**src/hdl/output_delay_and_status_regs.vh**
```
// register offsets, field positions, reset values and timing constants for the status register bank
// Notes on behaviour
// - fine delay adds code times 254 ps
// - retime divide-by-one uses half oscillator period step
// - analog delay code times 30 ps, reset 000
// - total output delay is fine plus analog
// - ref oscillator output power-down bit, reset 0
// - ref oscillator output format bit, reset 0
// - enable, latched, live status share bit positions
// - latched reads 0 after event, write 1 clears
// - alert reaches interrupt pin only when enabled
// - four-bit function code selects each pin's function
// - polarity bit inverts every status pin output
`ifndef OUTPUT_DELAY_AND_STATUS_REGS_VH
`define OUTPUT_DELAY_AND_STATUS_REGS_VH

`define ADDR_PIN_FUNCTION 8'h88
`define ADDR_PIN_POLARITY 8'h89
`define ADDR_IRQ_ENABLE 8'h8c
`define ADDR_LATCHED_STATUS 8'h90
`define ADDR_LIVE_STATUS 8'h94
`define ADDR_FCV_REF_STATUS 8'h96
`define ADDR_OSC_INIT_STATUS 8'h97
`define ADDR_REF_OSC_CTRL 8'h98
`define ADDR_DELAY_BASE 8'h40
`define NUM_OUTPUTS 12

`define PIN_FUNCTION_RESET 8'hab
`define PIN_POLARITY_RESET 8'h00
`define IRQ_ENABLE_RESET 8'h00
`define LATCHED_RESET 8'hcf
`define STATUS_MASK 8'hcf
`define REF_OSC_CTRL_RESET 8'h00
`define DELAY_CFG_RESET 8'h00
`define DELAY_CFG_MASK 8'h3f
`define MONITOR_SYNC_RESET 10'h03d

`define BIT_IN0_LOSS 7
`define BIT_IN1_LOSS 6
`define BIT_LOOP0_LOCK 3
`define BIT_LOOP1_LOCK 2
`define BIT_HOLDOVER 1
`define BIT_REF_VALID 0
`define BIT_POLARITY 0
`define BIT_REF_OSC_PD 0
`define BIT_REF_OSC_FORMAT 1
`define BIT_FCV 7
`define BIT_SEL_REF_LO 4
`define BIT_OSC_INIT 2
`define FINE_LSB 0
`define ANALOG_LSB 2
`define RETIME_BIT 5

`define FN_LOOP0_LOCK 4'h8
`define FN_LOOP1_LOCK 4'h9
`define FN_BOTH_LOCK 4'ha
`define FN_ACTIVITY_ALARM 4'hb
`define FN_HOLDOVER 4'hc
`define FN_INTERRUPT 4'hd
`define FN_SELECTED_INPUT 4'hf

`define FINE_STEP_PS 16'h00fe
`define ANALOG_STEP_PS 8'h1e
`define DELAY_WIDTH 19

`endif

```
**src/hdl/output_delay_calc.v**
```verilog
// per-output delay computation from fine and analog codes
`include "output_delay_and_status_regs.vh"
module output_delay_calc (
  // clock and reset
  input wire core_clk_in,
  input wire srst_in,
  // codes
  input wire [1:0] fine_code_in,
  input wire [2:0] analog_delay_code_in,
  input wire retime_divide_by_one_in,
  input wire [15:0] half_period_ps_in,
  // result
  output reg [`DELAY_WIDTH-1:0] delay_ps_out
);
  wire [15:0] fine_step;
  wire [17:0] fine_ps;
  wire [10:0] analog_ps;
  assign fine_step = retime_divide_by_one_in ? half_period_ps_in : `FINE_STEP_PS;
  assign fine_ps = fine_step * fine_code_in;
  assign analog_ps = `ANALOG_STEP_PS * analog_delay_code_in;
  always @(posedge core_clk_in) begin
    if (srst_in) begin
      delay_ps_out <= {`DELAY_WIDTH{1'b0}};
    end else begin
      delay_ps_out <= {1'b0, fine_ps} + {8'h00, analog_ps};
    end
  end
endmodule // output_delay_calc

```
**src/hdl/output_delay_and_status_regs.v**
```verilog
// status, pin function and output delay register bank
`include "output_delay_and_status_regs.vh"
module output_delay_and_status_regs (
  // clock and reset
  input wire core_clk_in,
  input wire srst_in,
  // register port from the configuration interface
  input wire [7:0] reg_addr_in,
  input wire [7:0] reg_wdata_in,
  input wire reg_wr_in,
  input wire reg_rd_in,
  output reg [7:0] reg_rdata_out,
  // asynchronous monitor inputs, 1 = good unless noted
  input wire input0_loss_live_in,
  input wire input1_loss_live_in,
  input wire first_loop_lock_live_in,
  input wire second_loop_lock_live_in,
  input wire first_loop_holdover_live_in,
  input wire first_loop_ref_valid_live_in,
  input wire forced_control_voltage_status_in,
  input wire [1:0] selected_reference_status_in,
  input wire internal_osc_init_status_in,
  // oscillator half period, same clock domain
  input wire [15:0] half_period_ps_in,
  // reference oscillator output control
  output reg ref_osc_out_power_down_out,
  output reg ref_osc_out_format_out,
  // status pins
  output reg [1:0] status_pin_out,
  output reg [1:0] status_pin_oe_out,
  // per-output delay results, output i at bits [19*i +: 19]
  output wire [`NUM_OUTPUTS*`DELAY_WIDTH-1:0] output_delay_ps_out
);
  reg [9:0] sync_a;
  reg [9:0] sync_b;
  reg [7:0] pin_function;
  reg status_pin_polarity;
  reg [7:0] irq_enable;
  reg [7:0] latched;
  reg [1:0] ref_osc_ctrl;
  reg [7:0] delay_cfg [0:`NUM_OUTPUTS-1];
  reg [7:0] next_rdata;
  wire [7:0] live;
  wire [7:0] alert_cond;
  wire irq_pending;
  wire wr_latched;
  wire [7:0] delay_index;
  integer k;

  // true when the address hits one of the delay registers
  function in_delay_range;
    input [7:0] a;
    begin
      in_delay_range = (a >= `ADDR_DELAY_BASE) &&
        (a < `ADDR_DELAY_BASE + `NUM_OUTPUTS);
    end
  endfunction

  // level driven by a status pin for a given function code
  function pin_level;
    input [3:0] code;
    input pin_index;
    input [7:0] st;
    input irq;
    input [1:0] sel;
    begin
      case (code)
        `FN_LOOP0_LOCK: pin_level = st[`BIT_LOOP0_LOCK];
        `FN_LOOP1_LOCK: pin_level = st[`BIT_LOOP1_LOCK];
        `FN_BOTH_LOCK: pin_level = st[`BIT_LOOP0_LOCK] & st[`BIT_LOOP1_LOCK];
        `FN_ACTIVITY_ALARM: pin_level = ~(st[`BIT_IN0_LOSS] & st[`BIT_IN1_LOSS]);
        `FN_HOLDOVER: pin_level = st[`BIT_HOLDOVER];
        `FN_INTERRUPT: pin_level = irq;
        `FN_SELECTED_INPUT: pin_level = pin_index ? 1'b0 : sel[0];
        default: pin_level = 1'b0;
      endcase
    end
  endfunction

  // whether a function code makes the pin an output
  function pin_drives;
    input [3:0] code;
    input pin_index;
    begin
      case (code)
        `FN_LOOP0_LOCK, `FN_LOOP1_LOCK, `FN_BOTH_LOCK, `FN_ACTIVITY_ALARM,
        `FN_HOLDOVER, `FN_INTERRUPT: pin_drives = 1'b1;
        `FN_SELECTED_INPUT: pin_drives = ~pin_index;
        default: pin_drives = 1'b0;
      endcase
    end
  endfunction

  // two-stage synchronisers for the monitor inputs
  // reset to alarm-free levels, so no false alert is latched after reset
  always @(posedge core_clk_in) begin
    if (srst_in) begin
      sync_a <= `MONITOR_SYNC_RESET;
      sync_b <= `MONITOR_SYNC_RESET;
    end else begin
      sync_a <= {internal_osc_init_status_in, selected_reference_status_in,
        forced_control_voltage_status_in, input0_loss_live_in, input1_loss_live_in,
        first_loop_lock_live_in, second_loop_lock_live_in,
        first_loop_holdover_live_in, first_loop_ref_valid_live_in};
      sync_b <= sync_a;
    end
  end

  assign live = {sync_b[5], sync_b[4], 2'b00, sync_b[3], sync_b[2], sync_b[1],
    sync_b[0]};
  // holdover alerts when entered, all others alert when low
  assign alert_cond = {~live[7], ~live[6], 2'b00, ~live[3], ~live[2], live[1], ~live[0]};
  assign wr_latched = reg_wr_in && (reg_addr_in == `ADDR_LATCHED_STATUS);
  assign delay_index = reg_addr_in - `ADDR_DELAY_BASE;
  assign irq_pending = |(~latched & irq_enable & `STATUS_MASK);

  // writable control registers
  always @(posedge core_clk_in) begin
    if (srst_in) begin
      pin_function <= `PIN_FUNCTION_RESET;
      status_pin_polarity <= 1'b0;
      irq_enable <= `IRQ_ENABLE_RESET;
      ref_osc_ctrl <= 2'b00;
      for (k = 0; k < `NUM_OUTPUTS; k = k + 1) begin
        delay_cfg[k] <= `DELAY_CFG_RESET;
      end
    end else if (reg_wr_in) begin
      case (reg_addr_in)
        `ADDR_PIN_FUNCTION: pin_function <= reg_wdata_in;
        `ADDR_PIN_POLARITY: status_pin_polarity <= reg_wdata_in[`BIT_POLARITY];
        `ADDR_IRQ_ENABLE: irq_enable <= reg_wdata_in & `STATUS_MASK;
        `ADDR_REF_OSC_CTRL: ref_osc_ctrl <= reg_wdata_in[1:0];
        default: begin
          for (k = 0; k < `NUM_OUTPUTS; k = k + 1) begin
            if (reg_addr_in == `ADDR_DELAY_BASE + k[7:0]) begin
              delay_cfg[k] <= reg_wdata_in & `DELAY_CFG_MASK;
            end
          end
        end
      endcase
    end
  end

  // latched alerts: an event in the clearing cycle wins
  genvar g;
  generate
    for (g = 0; g < 8; g = g + 1) begin : latch_bit
      if (g == 4 || g == 5) begin : reserved_bit
        always @(posedge core_clk_in) begin
          latched[g] <= 1'b0;
        end
      end else begin : live_bit
        always @(posedge core_clk_in) begin
          if (srst_in) begin
            latched[g] <= 1'b1;
          end else if (alert_cond[g]) begin
            latched[g] <= 1'b0;
          end else if (wr_latched && reg_wdata_in[g]) begin
            latched[g] <= 1'b1;
          end
        end
      end
    end
  endgenerate

  // read data mux
  always @* begin
    next_rdata = 8'h00;
    case (reg_addr_in)
      `ADDR_PIN_FUNCTION: next_rdata = pin_function;
      `ADDR_PIN_POLARITY: next_rdata = {7'h00, status_pin_polarity};
      `ADDR_IRQ_ENABLE: next_rdata = irq_enable;
      `ADDR_LATCHED_STATUS: next_rdata = latched;
      `ADDR_LIVE_STATUS: next_rdata = live;
      `ADDR_FCV_REF_STATUS: next_rdata = {sync_b[6], 1'b0, sync_b[8:7], 4'h0};
      `ADDR_OSC_INIT_STATUS: next_rdata = {5'h00, sync_b[9], 2'b00};
      `ADDR_REF_OSC_CTRL: next_rdata = {6'h00, ref_osc_ctrl};
      default: begin
        if (in_delay_range(reg_addr_in)) begin
          next_rdata = delay_cfg[delay_index[3:0]];
        end
      end
    endcase
  end

  always @(posedge core_clk_in) begin
    if (srst_in) begin
      reg_rdata_out <= 8'h00;
      ref_osc_out_power_down_out <= 1'b0;
      ref_osc_out_format_out <= 1'b0;
      status_pin_out <= 2'b00;
      status_pin_oe_out <= 2'b00;
    end else begin
      if (reg_rd_in) begin
        reg_rdata_out <= next_rdata;
      end
      ref_osc_out_power_down_out <= ref_osc_ctrl[`BIT_REF_OSC_PD];
      ref_osc_out_format_out <= ref_osc_ctrl[`BIT_REF_OSC_FORMAT];
      status_pin_out[0] <= status_pin_polarity ^
        pin_level(pin_function[3:0], 1'b0, live, irq_pending, sync_b[8:7]);
      status_pin_out[1] <= status_pin_polarity ^
        pin_level(pin_function[7:4], 1'b1, live, irq_pending, sync_b[8:7]);
      status_pin_oe_out[0] <= pin_drives(pin_function[3:0], 1'b0);
      status_pin_oe_out[1] <= pin_drives(pin_function[7:4], 1'b1);
    end
  end

  generate
    for (g = 0; g < `NUM_OUTPUTS; g = g + 1) begin : delay_out
      output_delay_calc u_calc (
        .core_clk_in(core_clk_in),
        .srst_in(srst_in),
        .fine_code_in(delay_cfg[g][`FINE_LSB +: 2]),
        .analog_delay_code_in(delay_cfg[g][`ANALOG_LSB +: 3]),
        .retime_divide_by_one_in(delay_cfg[g][`RETIME_BIT]),
        .half_period_ps_in(half_period_ps_in),
        .delay_ps_out(output_delay_ps_out[g*`DELAY_WIDTH +: `DELAY_WIDTH])
      );
    end
  endgenerate
endmodule // output_delay_and_status_regs

```
**config.mk**
```make
export PLATFORM = sky130hd
export DESIGN_NAME = output_delay_and_status_regs
export DESIGN_NICKNAME = d
export VERILOG_FILES = /design/src/hdl/output_delay_calc.v /design/src/hdl/output_delay_and_status_regs.v
export VERILOG_INCLUDE_DIRS = /design/src /design/src/hdl
export SDC_FILE = /design/constraint.sdc
export NUM_CORES = 1
export LEC_CHECK = 0
export BUFFER_PORTS_ARGS = -buffer_cell sky130_fd_sc_hd__buf_2
export CAP_MARGIN = 20
export CORE_MARGIN = 5
export CORE_UTILIZATION = 45
export DETAILED_ROUTE_END_ITERATION = 10
export PLACE_DENSITY = 0.62
export SLEW_MARGIN = 20
export SYNTH_ARGS = -nofsm -noshare
export SYNTH_HDL_FRONTEND = slang
export SYNTH_SLANG_ARGS = --single-unit
```
**constraint.sdc**
```tcl
create_clock -name core_clk_in -period 5.3 [get_ports core_clk_in]
set_input_delay 0.53 -clock core_clk_in [delete_from_list [all_inputs] [get_ports core_clk_in]]
set_output_delay 0.53 -clock core_clk_in [all_outputs]
set_load 0.02 [all_outputs]
```
==> summary.md <==
| Metric | Value |
|---|---|
| Worst setup SP type | register |
| Status | complete, no violations |
| Die height | 258 um |
| Antenna viol nets, final | 0 |
| Via density | 5.53 |
| Slew of the pin with the lowest slew margin | 1.13 ns |
| Total gr overflow | 0 |
| Reg2reg path depth | 14 |
| Post-CTS Resized | 0 |
| Max_cap viols | 0 |
| Synth top area share | 19.7% |
| Slew Viols, Final | 0 |
| Synth area leaders | dfxtp_1 20%, ha_1 16%, fa_1 9.5%, edfxtp_1 7.8%, and3_1 5.0% |
| YS warnings | 0 |
| Rows | 91 |
| Max H-tree Level | 2 |
| Fin Hold WS | 0.128 ns |
| Worst min path class | in2reg |
| Peak VDD IR | 299 uV |
| Number of DRC markers in iteration 0 | 1,357 |
| Gpl congestion | 0.895 |
| FF-to-FF Start | delay_cfg[7][2]$_SDFFCE_PN0P_ |
| Die X | 258 um |
| Hold Path Cell Cnt | 2 |
| Post-Syn Instances | 3,134 |
| Crit-path cells | fa_1 -> ha_1 -> fa_1 -> a21o_1 -> a21oi_1 -> fa_1 -> inv_1 -> ha_1 -> a2111oi_0 -> o21ai_0 -> a41oi_1 -> nor2b_1 -> o22ai_1 -> mux2_2 |
| PwrDens | 329 nW/um^2 |
| Flop-to-flop setup slack | 0.69 ns |
| Placeable Area | 61,400 um^2 |
| Critical Path Max Stage Delay | 0.59 ns |
| Maximum root-to-sink buffer count | 3 |
| Nets@finish | 3,845 |
| Post-CTS setup buffer count | 0 |
| WHS Endpoint | sync_a[3]$_SDFF_PP1_ |
| Yosys top cell by area | dfxtp_1 |
| Hold buffer count at cts | 0 |
| Final hold vios | 0 |
| RR Endpoint | delay_out[7].u_calc.delay_ps_out[15]$_SDFF_PP0_ |
| Cell family with most CP delay | adder cells |
| Ys async rst share | 0% |
| Largest net degree at the start of global routing | 159 |
| CP Launch Point | delay_cfg[7][2]$_SDFFCE_PN0P_ |
| Clk sinks | 345 |
| Num CTS Buffers | 39 |
| Critical Path Most Common Cell | fa_1 |
| First-pass GRT wire length | 123,000 um |
| Die area | 66,700 um^2 |
| CTS root buf | clkbuf_16 |
| # port buffers | 275 |
| Routed vias | 22,900 |
| Leakage | 15.9 nW |
| Cell count after placement | 4,068 |
| Placed instance area | 29,600 um^2 |
| Share of cells above drive strength 1 | 12.7% |
| DP Wirelength | 58,000 um |
| Mean area per synthesized cell | 8.86 um^2 |
| Crit end category | register |
| DR pass1 iterations | 5 |
| Seq/Total Area, Yosys | 27.5% |
| Min Tclk post-route | 4.61 ns |
| CTS tree | yes |
| Buffer and inverter count on the worst path | 1 |
| Worst Setup Path Type | reg2reg |
| Setup ws final | 0.687 ns |
| Drt total wl | 78,500 um |
| Critical path arrival | 5.07 ns |
| Setup violations, final | 0 |
| Clock input transition at the sequential cells of the worst setup and hold paths | 0.06 ns |
| Worst Path Required | 5.76 ns |
| Pre-CTS setup slack | 0.664 ns |
| Post-synth EDFFs | 72 |
| Slew HR | 23.7% |
| Final Skew | 0.0165 ns |
| Max Fclk | 217 MHz |
| Final period util | 87.0% |
| Synth Cell Area | 27,800 um^2 |
| CP max FO | 5 |
| Post-synth top flop | dfxtp_1 |
| Cell area after layout | 31,000 um^2 |
| Vias in the first global route | 22,600 |
| Initial Utilization | 45.2% |
| Min-delay src | first_loop_lock_live_in |
| P&R area growth vs syn | 11.5% |
| Netlist cell types | 85 |
| DRC | 0 |
| Clk Latency, worst-skew pair | 0.59 ns |
| Initial antenna violation count | 6 |
| Finished Layout Cells | 4,140 |
| RSZ-0062 raised after global routing | false |
| IO Count | 288 |
| GRT Overall Usage | 22.8% |
| Slowest CP cell | fa_1 |
| Routed wire length per instance | 18.9 um |
| Register bit total from synthesis | 345 |
| Setup TNS | 0 ns |
kinds of logic after synthesis:
family / Yosys count / share of synthesized area [%]
xor+xnor: 102 / 3.22
fa+ha+maj: 481 / 25.2
buf+inv: 400 / 5.65
compound gates: 535 / 12.8
simple gates: 1205 / 22.3
mux: 65 / 3.27
flops: 345 / 27.5
other cells: 1 / 0.0135
final cells by class:
cell class                 instances  area (um^2)
clock inverter                    24          307
inverter                         253          950
sequential                       345         7630
fill                            5780        30400
tap                              790          988
timing repair buffer             280         1440
antenna                            2         5.00
clock buffer                      46         1040
multi-input combinational       2400        18600
layout by cell type, fill, tap and decap left out, types with 17 or more instances in the layout:
cell and instances:
mux2i_1 22, dfxtp_1 273, nand2b_1 103, buf_2 274, and2_1 69, inv_1 253, mux4_2 18, mux2_2 25
nor2b_1 101, o21ai_0 102, ha_1 348, edfxtp_1 72, and3_1 223, xor2_1 63, a21oi_1 134, a21o_1 68
xnor2_1 39, clkbuf_16 40, a211oi_1 47, o21a_1 35, nor3_1 57, nor2_1 293, a31oi_1 17, nand3_1 44
nand2_1 240, fa_1 132
worst reg2reg max path, cell delays in order (launching register included):
cell       delay (ns)
edfxtp_1         0.50
fa_1             0.59
ha_1             0.25
fa_1             0.46
a21o_1           0.17
a21oi_1          0.26
fa_1             0.23
inv_1            0.04
ha_1             0.35
a2111oi_0        0.43
o21ai_0          0.24
a41oi_1          0.38
nor2b_1          0.11
o22ai_1          0.14
mux2_2           0.34
state kept, by name (all words and copies together) (netlist names):
name,count
status_pin_out,2
ref_osc_ctrl,2
sync_b,10
sync_a,10
status_pin_polarity,1
delay_cfg,72
delay_out.u_calc.delay_ps_out,216
latched,6
pin_function,8
ref_osc_out_format_out,1
reg_rdata_out,8
ref_osc_out_power_down_out,1
irq_enable,6
status_pin_oe_out,2
metrics by stage:
step / power, mW / utilization (%)
after floorplan: 6.18 / -
after global placement: 7.27 / 48.2
after detailed placement: 7.34 / 48.2
after CTS: 10.3 / 50.4
after global routing: 10.9 / 50.4
final: 10.2 / 50.4
layer usage:
metal	wire length [um]	global-route usage, %	up-vias
met5	11	0	-
met4	1970	5.99	2
met3	5080	3.78	107
met2	37400	39.0	648
met1	34000	30.0	11000
li1	-	-	11200
Yosys cell counts, drive strengths merged, types with 5 or more instances:
| library cell | instances |
|---|---|
| mux4 | 18 |
| o2111ai | 8 |
| ha | 348 |
| mux2i | 22 |
| fa | 132 |
| or3 | 8 |
| o22ai | 9 |
| a41oi | 9 |
| a21oi | 134 |
| a21boi | 7 |
| a31oi | 17 |
| edfxtp | 72 |
| a21o | 68 |
| and2 | 70 |
| buf | 32 |
| a211oi | 48 |
| mux2 | 25 |
| nor2b | 102 |
| o211ai | 15 |
| xnor2 | 39 |
| o21bai | 9 |
| nand4 | 11 |
| a2111oi | 6 |
| xor2 | 63 |
| a221o | 6 |
| dfxtp | 273 |
| o21a | 35 |
| nor3b | 10 |
| nor4 | 6 |
| nand3 | 44 |
| or2 | 17 |
| o31a | 10 |
| nand2 | 241 |
| nor2 | 293 |
| o31ai | 10 |
| inv | 253 |
| clkbuf | 115 |
| o21ai | 107 |
| nor3 | 60 |
| and3 | 223 |
| a211o | 5 |
| nand2b | 103 |
power breakdown:
group | switching, mW | internal, mW | total (mW)
Sequential | 0.217 | 3.05 | 3.27
Clock | 1.19 | 1.68 | 2.87
Combinational | 2.45 | 1.58 | 4.03
Total | 3.86 | 6.32 | 10.2
worst max-delay path by stage:
stage,to,cells past startpoint
after floorplan,delay_out[5].u_calc.delay_ps_out[16]$_SDFF_PP0_,13
after global placement,delay_out[5].u_calc.delay_ps_out[16]$_SDFF_PP0_,13
after detailed placement,delay_out[7].u_calc.delay_ps_out[15]$_SDFF_PP0_,14
after CTS,delay_out[7].u_calc.delay_ps_out[15]$_SDFF_PP0_,14
after global routing,delay_out[3].u_calc.delay_ps_out[13]$_SDFF_PP0_,17
final,delay_out[7].u_calc.delay_ps_out[15]$_SDFF_PP0_,14
No activity file was read; power rests on OpenSTA's default activity.
